[src/logic/uqc_pkg.sv]
// uqc_pkg: register indices, field positions, reset values and states of the uart queue
// assumes: shared by the queue controller end and the uart/ram end
package uqc_pkg;

	// ****************************************
	// register indices (byte address is four times the index)
	// ****************************************
	localparam logic [31:0] IDX_RXC = 32'hffff8b00;
	localparam logic [31:0] IDX_TXC = 32'hffff8b01;
	localparam logic [31:0] IDX_TXP = 32'hffff8b03;
	localparam logic [31:0] IDX_TXN = 32'hffff8b05;
	localparam logic [31:0] IDX_RXP = 32'hffff8b07;
	localparam logic [31:0] IDX_RXN = 32'hffff8b09;
	localparam logic [31:0] IDX_RXM = 32'hffff8b0b;
	localparam int APB_AW = 12;

	// ****************************************
	// field positions
	// ****************************************
	localparam int TXC_TDONE = 7;
	localparam int TXC_RDONE = 6;
	localparam int TXC_TWAIT = 4;
	localparam int TXC_TON = 3;
	localparam int TXC_TBYTE = 2;
	localparam int TXC_THOLD = 1;
	localparam int TXC_TGO = 0;
	localparam int RXC_RON = 7;
	localparam int RXC_RCMP = 6;
	localparam int RXC_RBYTE = 5;
	localparam int RXC_RKEEP = 4;
	localparam int RXC_ROVR = 3;
	localparam int RXC_RWRAP = 2;
	localparam int RXC_RHOLD = 1;
	localparam int RXC_RGO = 0;

	// ****************************************
	// reset and wrap values
	// ****************************************
	localparam logic [7:0] BYTE_RST = 8'h00;
	localparam logic [7:0] PTR_WRAP = 8'h00;

	typedef enum logic [1:0] {
		TX_IDLE = 2'h0,
		TX_CHECK = 2'h1,
		TX_FETCH = 2'h2,
		TX_WAIT = 2'h3
	} uqc_tx_st_t;

	typedef enum logic [0:0] {
		RX_IDLE = 1'h0,
		RX_WRITE = 1'h1
	} uqc_rx_st_t;

	function automatic logic [APB_AW-1:0] reg_addr(input logic [31:0] idx);
		return {idx[APB_AW-3:0], 2'b00};
	endfunction

	function automatic logic [7:0] dec_sat(input logic [7:0] v);
		return (v == 8'h00) ? 8'h00 : v - 8'h01;
	endfunction

endpackage

[src/logic/uqc_if.sv]
// uqc_if: link between the queue controller and the uart channel with its ram
// assumes: one clock for both ends, supplied by the testbench
`timescale 1ns/1ns
interface uqc_if;
	logic ram_req;
	logic ram_we;
	logic [7:0] ram_addr;
	logic [7:0] ram_wdata;
	logic [7:0] ram_rdata;
	logic ram_ack;
	logic tx_queue_on;
	logic rx_queue_on;
	logic tx_load;
	logic [7:0] tx_byte;
	logic tx_done;
	logic rx_valid;
	logic [7:0] rx_byte;
	logic rx_busy;

	modport queue (
		output ram_req, ram_we, ram_addr, ram_wdata, tx_queue_on, rx_queue_on, tx_load, tx_byte,
		input ram_rdata, ram_ack, tx_done, rx_valid, rx_byte, rx_busy
	);
	modport uart (
		input ram_req, ram_we, ram_addr, ram_wdata, tx_queue_on, rx_queue_on, tx_load, tx_byte,
		output ram_rdata, ram_ack, tx_done, rx_valid, rx_byte, rx_busy
	);
endinterface

[src/logic/uqc_queue.sv]
// uqc_queue: uart queue controller, apb register slave plus transmit and receive sequencers
// assumes: apb master on clk_sys; uart/ram end on the queue modport, same clock
//
// Notes on behaviour
// wrap on: empty receive count zeroes pointer
// halt keeps byte in flight, drops later
// receive go cleared at end, kept in halt
// software stops uart receive at uart itself
// transmit control bit layout, clear/set-only bits
// transmit flag at zero count, per-byte optional
// receive flag at end, match, per byte
// flags interrupt on rising edge only
// waiting bit high while awaiting transmit done
// queue off means direct uart buffer access
// halt lets loaded byte finish, holds next
// transmit go cleared when frame ends
// transmit control bits zero after reset
// fetch byte, load uart, step count, pointer
// after transmit done, repeat while count nonzero
// halt tested before each count test
// software sets up everything before control
// pointer values select 256-byte ram window
// receive stores byte, steps pointer and count
// cpu ram access stalls behind queue access
// pointers wrap at 256, counts stop at zero
//
// The implementer's own choice: the APB slave port.
`timescale 1ns/1ns
module uqc_queue
	import uqc_pkg::*;
(
	input wire logic clk_sys,
	input wire logic rstn,
	input wire logic psel,
	input wire logic penable,
	input wire logic pwrite,
	input wire logic [uqc_pkg::APB_AW-1:0] paddr,
	input wire logic [31:0] pwdata,
	output logic [31:0] prdata,
	output logic pready,
	output logic pslverr,
	uqc_if.queue q,
	output logic tx_irq_pulse,
	output logic rx_irq_pulse
);
	import uqc_pkg::*;

	typedef struct packed {
		logic tx_done_flag;
		logic rx_done_flag;
		logic tx_waiting_flag;
		logic tx_queue_on;
		logic tx_per_byte_irq_on;
		logic tx_hold;
		logic tx_go_flag;
		logic rx_queue_on;
		logic rx_compare_on;
		logic rx_per_byte_irq_on;
		logic rx_keep_going;
		logic rx_overrun_flag;
		logic rx_wrap_on_empty;
		logic rx_hold;
		logic rx_go_flag;
		logic [7:0] tx_ptr;
		logic [7:0] tx_cnt;
		logic [7:0] rx_ptr;
		logic [7:0] rx_cnt;
		logic [7:0] rx_match;
		uqc_tx_st_t tx_st;
		uqc_rx_st_t rx_st;
		logic [7:0] rx_data;
		logic rx_hold_prev;
		logic rx_grace;
		logic ram_req;
		logic ram_we;
		logic [7:0] ram_addr;
		logic [7:0] ram_wdata;
		logic tx_load;
		logic [7:0] tx_byte;
		logic tx_irq;
		logic rx_irq;
		logic [31:0] prdata;
	} uqc_q_state_t;

	uqc_q_state_t s_q;
	uqc_q_state_t s_d;

	// ****************************************
	// register decode
	// ****************************************
	function automatic logic reg_hit(input logic [APB_AW-1:0] a);
		return (a == reg_addr(IDX_RXC)) || (a == reg_addr(IDX_TXC)) || (a == reg_addr(IDX_TXP))
			|| (a == reg_addr(IDX_TXN)) || (a == reg_addr(IDX_RXP)) || (a == reg_addr(IDX_RXN))
			|| (a == reg_addr(IDX_RXM));
	endfunction

	function automatic logic [7:0] reg_read(input uqc_q_state_t s, input logic [APB_AW-1:0] a);
		logic [7:0] r;
		r = 8'h00;
		if (a == reg_addr(IDX_TXC)) begin
			r = {s.tx_done_flag, s.rx_done_flag, 1'b0, s.tx_waiting_flag,
				s.tx_queue_on, s.tx_per_byte_irq_on, s.tx_hold, s.tx_go_flag};
		end else if (a == reg_addr(IDX_RXC)) begin
			r = {s.rx_queue_on, s.rx_compare_on, s.rx_per_byte_irq_on, s.rx_keep_going,
				s.rx_overrun_flag, s.rx_wrap_on_empty, s.rx_hold, s.rx_go_flag};
		end else if (a == reg_addr(IDX_TXP)) begin
			r = s.tx_ptr;
		end else if (a == reg_addr(IDX_TXN)) begin
			r = s.tx_cnt;
		end else if (a == reg_addr(IDX_RXP)) begin
			r = s.rx_ptr;
		end else if (a == reg_addr(IDX_RXN)) begin
			r = s.rx_cnt;
		end else if (a == reg_addr(IDX_RXM)) begin
			r = s.rx_match;
		end
		return r;
	endfunction

	logic apb_wr;

	assign apb_wr = psel & penable & pwrite;
	// no wait state: read data is caught in the setup cycle so it comes from a flop
	assign pready = psel & penable;
	assign pslverr = psel & penable & ~reg_hit(paddr);
	assign prdata = s_q.prdata;
	assign tx_irq_pulse = s_q.tx_irq;
	assign rx_irq_pulse = s_q.rx_irq;
	assign q.ram_req = s_q.ram_req;
	assign q.ram_we = s_q.ram_we;
	assign q.ram_addr = s_q.ram_addr;
	assign q.ram_wdata = s_q.ram_wdata;
	assign q.tx_queue_on = s_q.tx_queue_on;
	assign q.rx_queue_on = s_q.rx_queue_on;
	assign q.tx_load = s_q.tx_load;
	assign q.tx_byte = s_q.tx_byte;

	always_comb begin
		s_d = s_q;
		s_d.tx_load = 1'b0;
		if (psel && !penable) begin
			s_d.prdata = {24'h000000, reg_read(s_q, paddr)};
		end

		// ****************************************
		// software writes; hardware below overrides them in the same cycle
		// ****************************************
		if (apb_wr) begin
			if (paddr == reg_addr(IDX_TXC)) begin
				s_d.tx_done_flag = s_q.tx_done_flag & pwdata[TXC_TDONE];
				s_d.rx_done_flag = s_q.rx_done_flag & pwdata[TXC_RDONE];
				s_d.tx_queue_on = pwdata[TXC_TON];
				s_d.tx_per_byte_irq_on = pwdata[TXC_TBYTE];
				s_d.tx_hold = pwdata[TXC_THOLD];
				s_d.tx_go_flag = s_q.tx_go_flag | pwdata[TXC_TGO];
			end else if (paddr == reg_addr(IDX_RXC)) begin
				s_d.rx_queue_on = pwdata[RXC_RON];
				s_d.rx_compare_on = pwdata[RXC_RCMP];
				s_d.rx_per_byte_irq_on = pwdata[RXC_RBYTE];
				s_d.rx_keep_going = pwdata[RXC_RKEEP];
				s_d.rx_overrun_flag = s_q.rx_overrun_flag & pwdata[RXC_ROVR];
				s_d.rx_wrap_on_empty = pwdata[RXC_RWRAP];
				s_d.rx_hold = pwdata[RXC_RHOLD];
				s_d.rx_go_flag = s_q.rx_go_flag | pwdata[RXC_RGO];
			end else if (paddr == reg_addr(IDX_TXP)) begin
				s_d.tx_ptr = pwdata[7:0];
			end else if (paddr == reg_addr(IDX_TXN)) begin
				s_d.tx_cnt = pwdata[7:0];
			end else if (paddr == reg_addr(IDX_RXP)) begin
				s_d.rx_ptr = pwdata[7:0];
			end else if (paddr == reg_addr(IDX_RXN)) begin
				s_d.rx_cnt = pwdata[7:0];
			end else if (paddr == reg_addr(IDX_RXM)) begin
				s_d.rx_match = pwdata[7:0];
			end
		end

		// ****************************************
		// ram port: one access at a time, receive first
		// ****************************************
		if (s_q.ram_req && q.ram_ack) begin
			s_d.ram_req = 1'b0;
			if (s_q.ram_we) begin
				s_d.rx_st = RX_IDLE;
				s_d.rx_ptr = s_q.rx_ptr + 8'h01;
				s_d.rx_cnt = dec_sat(s_q.rx_cnt);
				if (s_q.rx_per_byte_irq_on) begin
					s_d.rx_done_flag = 1'b1;
				end
				if (s_q.rx_compare_on && s_q.rx_data == s_q.rx_match) begin
					s_d.rx_done_flag = 1'b1;
					s_d.rx_go_flag = 1'b0;
				end
				if (dec_sat(s_q.rx_cnt) == 8'h00) begin
					s_d.rx_done_flag = 1'b1;
					if (s_q.rx_wrap_on_empty) begin
						s_d.rx_ptr = PTR_WRAP;
					end
					if (!s_q.rx_keep_going) begin
						s_d.rx_go_flag = 1'b0;
					end
				end
			end else begin
				s_d.tx_byte = q.ram_rdata;
				s_d.tx_load = 1'b1;
				s_d.tx_ptr = s_q.tx_ptr + 8'h01;
				s_d.tx_cnt = dec_sat(s_q.tx_cnt);
				s_d.tx_waiting_flag = 1'b1;
				s_d.tx_st = TX_WAIT;
			end
		end else if (!s_q.ram_req) begin
			if (s_q.rx_st == RX_WRITE) begin
				s_d.ram_req = 1'b1;
				s_d.ram_we = 1'b1;
				s_d.ram_addr = s_q.rx_ptr;
				s_d.ram_wdata = s_q.rx_data;
			end else if (s_q.tx_st == TX_FETCH) begin
				s_d.ram_req = 1'b1;
				s_d.ram_we = 1'b0;
				s_d.ram_addr = s_q.tx_ptr;
			end
		end

		// ****************************************
		// transmit sequencer
		// ****************************************
		unique case (s_q.tx_st)
			TX_IDLE: begin
				if (s_q.tx_queue_on && s_q.tx_go_flag) begin
					s_d.tx_st = TX_CHECK;
				end
			end
			TX_CHECK: begin
				if (!s_q.tx_queue_on) begin
					s_d.tx_go_flag = 1'b0;
					s_d.tx_st = TX_IDLE;
				end else if (s_q.tx_hold) begin
					s_d.tx_st = TX_CHECK;
				end else if (s_q.tx_cnt != 8'h00) begin
					s_d.tx_st = TX_FETCH;
				end else begin
					s_d.tx_done_flag = 1'b1;
					s_d.tx_go_flag = 1'b0;
					s_d.tx_st = TX_IDLE;
				end
			end
			TX_FETCH: begin
			end
			TX_WAIT: begin
				if (q.tx_done) begin
					s_d.tx_waiting_flag = 1'b0;
					s_d.tx_st = TX_CHECK;
					if (s_q.tx_per_byte_irq_on) begin
						s_d.tx_done_flag = 1'b1;
					end
				end
			end
		endcase

		// ****************************************
		// receive acceptance
		// ****************************************
		// grace covers the one byte already on the line when halt is raised
		s_d.rx_hold_prev = s_q.rx_hold;
		if (!s_q.rx_hold) begin
			s_d.rx_grace = 1'b0;
		end else if (!s_q.rx_hold_prev && q.rx_busy) begin
			s_d.rx_grace = 1'b1;
		end
		if (q.rx_valid && s_q.rx_queue_on) begin
			if (!s_q.rx_go_flag) begin
				s_d.rx_overrun_flag = 1'b1;
			end else if (s_q.rx_hold && !s_q.rx_grace) begin
				// dropped: leave rx_st alone so a write acked this cycle is not replayed
				s_d.rx_data = s_q.rx_data;
			end else if (s_q.rx_st == RX_IDLE) begin
				s_d.rx_st = RX_WRITE;
				s_d.rx_data = q.rx_byte;
				s_d.rx_grace = 1'b0;
			end
		end
		if (!s_d.rx_queue_on) begin
			s_d.rx_go_flag = 1'b0;
		end

		s_d.tx_irq = s_d.tx_done_flag & ~s_q.tx_done_flag;
		s_d.rx_irq = s_d.rx_done_flag & ~s_q.rx_done_flag;
	end

	always_ff @(posedge clk_sys) begin
		if (!rstn) begin
			s_q <= '0;
			s_q.tx_st <= TX_IDLE;
			s_q.rx_st <= RX_IDLE;
		end else begin
			s_q <= s_d;
		end
	end

endmodule // uqc_queue

[src/flat_wrapper.sv]
// flat-port wrapper written by rule: the top's interface ports become plain ports
module uqc_queue_flat import uqc_pkg::*;
  (clk_sys, rstn, psel, penable, pwrite, paddr, pwdata, prdata, pready, pslverr, tx_irq_pulse, rx_irq_pulse, q_ram_req, q_ram_we, q_ram_addr, q_ram_wdata, q_tx_queue_on, q_rx_queue_on, q_tx_load, q_tx_byte, q_ram_rdata, q_ram_ack, q_tx_done, q_rx_valid, q_rx_byte, q_rx_busy);
  uqc_if q_i ();
  input wire logic clk_sys;
  input wire logic rstn;
  input wire logic psel;
  input wire logic penable;
  input wire logic pwrite;
  input wire logic [uqc_pkg::APB_AW-1:0] paddr;
  input wire logic [31:0] pwdata;
  output logic [31:0] prdata;
  output logic pready;
  output logic pslverr;
  output logic tx_irq_pulse;
  output logic rx_irq_pulse;
  output wire logic [$bits(q_i.ram_req)-1:0] q_ram_req;
  output wire logic [$bits(q_i.ram_we)-1:0] q_ram_we;
  output wire logic [$bits(q_i.ram_addr)-1:0] q_ram_addr;
  output wire logic [$bits(q_i.ram_wdata)-1:0] q_ram_wdata;
  output wire logic [$bits(q_i.tx_queue_on)-1:0] q_tx_queue_on;
  output wire logic [$bits(q_i.rx_queue_on)-1:0] q_rx_queue_on;
  output wire logic [$bits(q_i.tx_load)-1:0] q_tx_load;
  output wire logic [$bits(q_i.tx_byte)-1:0] q_tx_byte;
  input wire logic [$bits(q_i.ram_rdata)-1:0] q_ram_rdata;
  input wire logic [$bits(q_i.ram_ack)-1:0] q_ram_ack;
  input wire logic [$bits(q_i.tx_done)-1:0] q_tx_done;
  input wire logic [$bits(q_i.rx_valid)-1:0] q_rx_valid;
  input wire logic [$bits(q_i.rx_byte)-1:0] q_rx_byte;
  input wire logic [$bits(q_i.rx_busy)-1:0] q_rx_busy;
  assign q_ram_req = q_i.ram_req;
  assign q_ram_we = q_i.ram_we;
  assign q_ram_addr = q_i.ram_addr;
  assign q_ram_wdata = q_i.ram_wdata;
  assign q_tx_queue_on = q_i.tx_queue_on;
  assign q_rx_queue_on = q_i.rx_queue_on;
  assign q_tx_load = q_i.tx_load;
  assign q_tx_byte = q_i.tx_byte;
  assign q_i.ram_rdata = q_ram_rdata;
  assign q_i.ram_ack = q_ram_ack;
  assign q_i.tx_done = q_tx_done;
  assign q_i.rx_valid = q_rx_valid;
  assign q_i.rx_byte = q_rx_byte;
  assign q_i.rx_busy = q_rx_busy;
  uqc_queue u_core (.clk_sys(clk_sys), .rstn(rstn), .psel(psel), .penable(penable), .pwrite(pwrite), .paddr(paddr), .pwdata(pwdata), .prdata(prdata), .pready(pready), .pslverr(pslverr), .q(q_i), .tx_irq_pulse(tx_irq_pulse), .rx_irq_pulse(rx_irq_pulse));
endmodule
[config.mk]
export PLATFORM = sky130hd
export DESIGN_NAME = uqc_queue_flat
export DESIGN_NICKNAME = d
export VERILOG_FILES = /design/src/logic/uqc_pkg.sv /design/src/logic/uqc_if.sv /design/src/logic/uqc_queue.sv /design/src/flat_wrapper.sv
export SDC_FILE = /design/constraint.sdc
export NUM_CORES = 1
export LEC_CHECK = 0
export BUFFER_PORTS_ARGS = -buffer_cell sky130_fd_sc_hd__buf_2
export CAP_MARGIN = 20
export CORE_UTILIZATION = 55
export DETAILED_ROUTE_END_ITERATION = 6
export PLACE_DENSITY_LB_ADDON = 0.12
export SLEW_MARGIN = 20
export SYNTH_ARGS = -nofsm -noshare
export SYNTH_HDL_FRONTEND = slang
export SYNTH_SLANG_ARGS = --single-unit
[constraint.sdc]
create_clock -name clk_sys -period 2.5 [get_ports clk_sys]
set_clock_uncertainty 0.1 [all_clocks]
set_input_delay 0.25 -clock clk_sys [delete_from_list [all_inputs] [get_ports clk_sys]]
set_output_delay 0.25 -clock clk_sys [all_outputs]
set_load 0.01 [all_outputs]
==> flow_summary.json <==
{
  "slew_headroom_pct": 50.6,
  "dieArea_sq_mm": 0.0110,
  "hold_class": "input port to register",
  "synth_cells": 696,
  "synth_commonest_cells": "105 x dfxtp_1, 69 x nor2_1, 67 x nand2_1",
  "p_leak_nw": 2.58,
  "r2r-start": "u_core.s_q[83]$_SDFF_PN0_",
  "r2r_cells": 8,
  "holdPathStages": 3,
  "wl_per_cell_um": 19.2,
  "path_cells": "inv_1 > ha_1 > nor2b_1 > and2_1 > a221oi_2 > buf_4 > o21ai_1 > o21ai_0",
  "final_area_sq_mm": 0.00650,
  "yosys_register_bits": 105,
  "ctsResizeCount": 0,
  "async_reset_ff_share_pct": 0,
  "drc": 0,
  "n_antenna_cell": 0,
  "io_buffers": 85,
  "dr.pass1.iters": 7,
  "grt_pass1_wl_um": 27600,
  "hold_viol_final": 0,
  "slew_viol_final": 0,
  "std_cell_rows": 37,
  "end_kind": "register",
  "cts_tree": "built",
  "nets": 835,
  "htree_levels": 3,
  "placed_cell_area_sq_mm": 0.00609,
  "synth_top_area_share_pct": 36.2,
  "final_core_util_pct": 63.3,
  "rsz0062_at_grt": "false",
  "ys.flop_type": "dfxtp_1",
  "postCtsHoldBufs": 15,
  "irDropWorstVdd_uv": 298,
  "dpl.hpwl_um": 12800,
  "worstMarginPinSlew_ns": 0.740,
  "slowest_stage": "dfxtp_1",
  "viasPerCell": 6.06,
  "power.density_mw_per_mm2": 500,
  "gp_congestion": 0.900,
  "final_layout_size_suffix_gt1_share_pct": 19.8,
  "cts_sinks": 105,
  "dr.first_iter.drc_count": 469,
  "worstSetupPathType": "register to register",
  "path_clk_slew_ns": 0.12,
  "hold_start": "q_rx_byte[5]",
  "antenna_found_initial": 0,
  "crit_path_max_fanout": 7,
  "synth_area_leaders": "dfxtp_1 36%, buf_4 7.2%, mux2i_1 6.7%",
  "synth_top_area_cell": "dfxtp_1",
  "die_w_um": 105,
  "cts_buffers": 9,
  "start_util_pct": 56.5,
  "finalSetupViolations": 0,
  "wl_um": 17400,
  "syn_to_final_growth_pct": 12.0,
  "synth.avg_cell_area_sq_um": 8.34,
  "status": "completed",
  "tns_ns": 0,
  "drv_cap": 0,
  "grt-ovfl-total": 0,
  "arrival_ns": 2.66,
  "max_stage_delay_ns": 0.47,
  "cts_buffer_depth": 2,
  "timing.final.crit_period_ns": 2.45,
  "grt_max_degree": 30,
  "yosysMostFrequentCell": "dfxtp_1",
  "fp.coreArea_sq_mm": 0.0103,
  "seq_area_frac_synth_pct": 36.2,
  "fmax_ghz": 0.409,
  "cp-startpoint": "u_core.s_q[83]$_SDFF_PN0_",
  "grt_pass1_vias": 5128,
  "synth_warnings": 0,
  "startpoint_type": "register",
  "finalCritPeriodShare_pct": 97.8,
  "clk_latency_ns": 0.39,
  "synth_area_sq_mm": 0.00581,
  "grt_usage_pct": 32.5,
  "die_h_um": 105,
  "synth_edf_count": 0,
  "synth_cell_type_count": 71,
  "cts_root_buf": "clkbuf_8",
  "io_pins": 134,
  "cts_setup_buffers": 0,
  "num_vias": 5471,
  "whs_ns": 0.0116,
  "antenna_left": 0,
  "required_ns": 2.71
}
==> sequential cells by signal, indices dropped and copies added, names as in the netlist <==
name	count
u_core.prdata	8
u_core.q.tx_load	1
u_core.tx_irq_pulse	1
u_core.q.rx_queue_on	1
u_core.rx_irq_pulse	1
u_core.q.ram_addr	8
u_core.s_d	1
u_core.q.ram_wdata	8
u_core.q.ram_we	1
u_core.s_q	65
u_core.q.tx_queue_on	1
u_core.q.ram_req	1
u_core.q.tx_byte	8
==> routing by layer <==
layer  global-route usage [%]  vias up  part of all wire (%)
li1                         -     2576                     -
met1                     45.8     2589                    45
met2                     48.8      269                    44
met3                     5.80       37                   8.4
met4                     13.5        0                   2.7
met5                        0        -                     0
==> worst max-delay path, delay by kind of cell (launching register included) <==
kind	cells	cell delay [ns]
flip-flops	1	0.47
AO/OA/AOI/OAI	3	0.85
adder cells (fa/ha/maj)	1	0.26
AND/OR/NAND/NOR	2	0.42
buffers and inverters	2	0.29
==> cells in the final DEF (no fill, tap or decap), drive strengths merged, types with 5 or more instances in the layout <==
cell type and count:
nor2b 6, inv 18, mux2 5, a21oi 57, nand3 22, a31oi 11
a211oi 9, conb 24, xor2 10, dlygate4sd3 15, clkbuf 9, mux2i 39
a221oi 7, nor3 14, o21ai 43, dfxtp 105, xnor2 5, nor2 71
or4 5, o22ai 10, a22oi 7, and3 11, nand2 68, buf 107
a222oi 5, nor3b 5, a221o 5, nor4 7
==> cells by family after synthesis <==
group	after synthesis	share of synthesized area (%)
adders and majority gates	4	0.862
buffers and inverters	105	10.6
other	1	0.0646
xor gates and xnor gates	15	2.26
AOI/OAI and AO/OA	182	20.0
muxes	44	7.69
and+or+nand+nor	240	22.4
DFF	105	36.2
==> stage by stage <==
stage,std cells,total power [mW],worst slack [ns]
3_5_place_dp,872,1.92,0.116
2_1_floorplan,719,1.85,0.307
6_report,903,3.25,0.0543
4_1_cts,903,3.25,0.160
3_3_place_gp,872,1.92,0.178
5_1_grt,903,3.35,0.0238
==> path summary, 6_finish.rpt <==
| kind | end | slack, ns |
|---|---|---|
| setup / recovery | u_core.s_q[96]$_SDFF_PN0_ | 0.05 |
| hold / removal | u_core.s_q[68]$_SDFFE_PN0P_ | 0.01 |
| setup reg to reg | u_core.s_q[96]$_SDFF_PN0_ | 0.05 |
| hold reg to reg | u_core.q.ram_wdata[1]$_SDFFE_PN0P_ | 0.36 |
==> power by group <==
part	leakage [nW]	switching [mW]	total (mW)	internal [mW]
Sequential	0.847	0.00361	1.68	1.68
Clock	0.129	0.655	1.34	0.688
Combinational	1.60	0.150	0.227	0.0778
==> final cells by class <==
type	instances	area, sq um
fillers	935	3780
clock inverters	7	133
clock buffers	9	124
flip-flops and latches	105	2100
multi-input cells	509	3180
well taps	136	170
repair buffers	122	741
inverters	15	56.3
No activity file was read; power rests on OpenSTA's default activity.
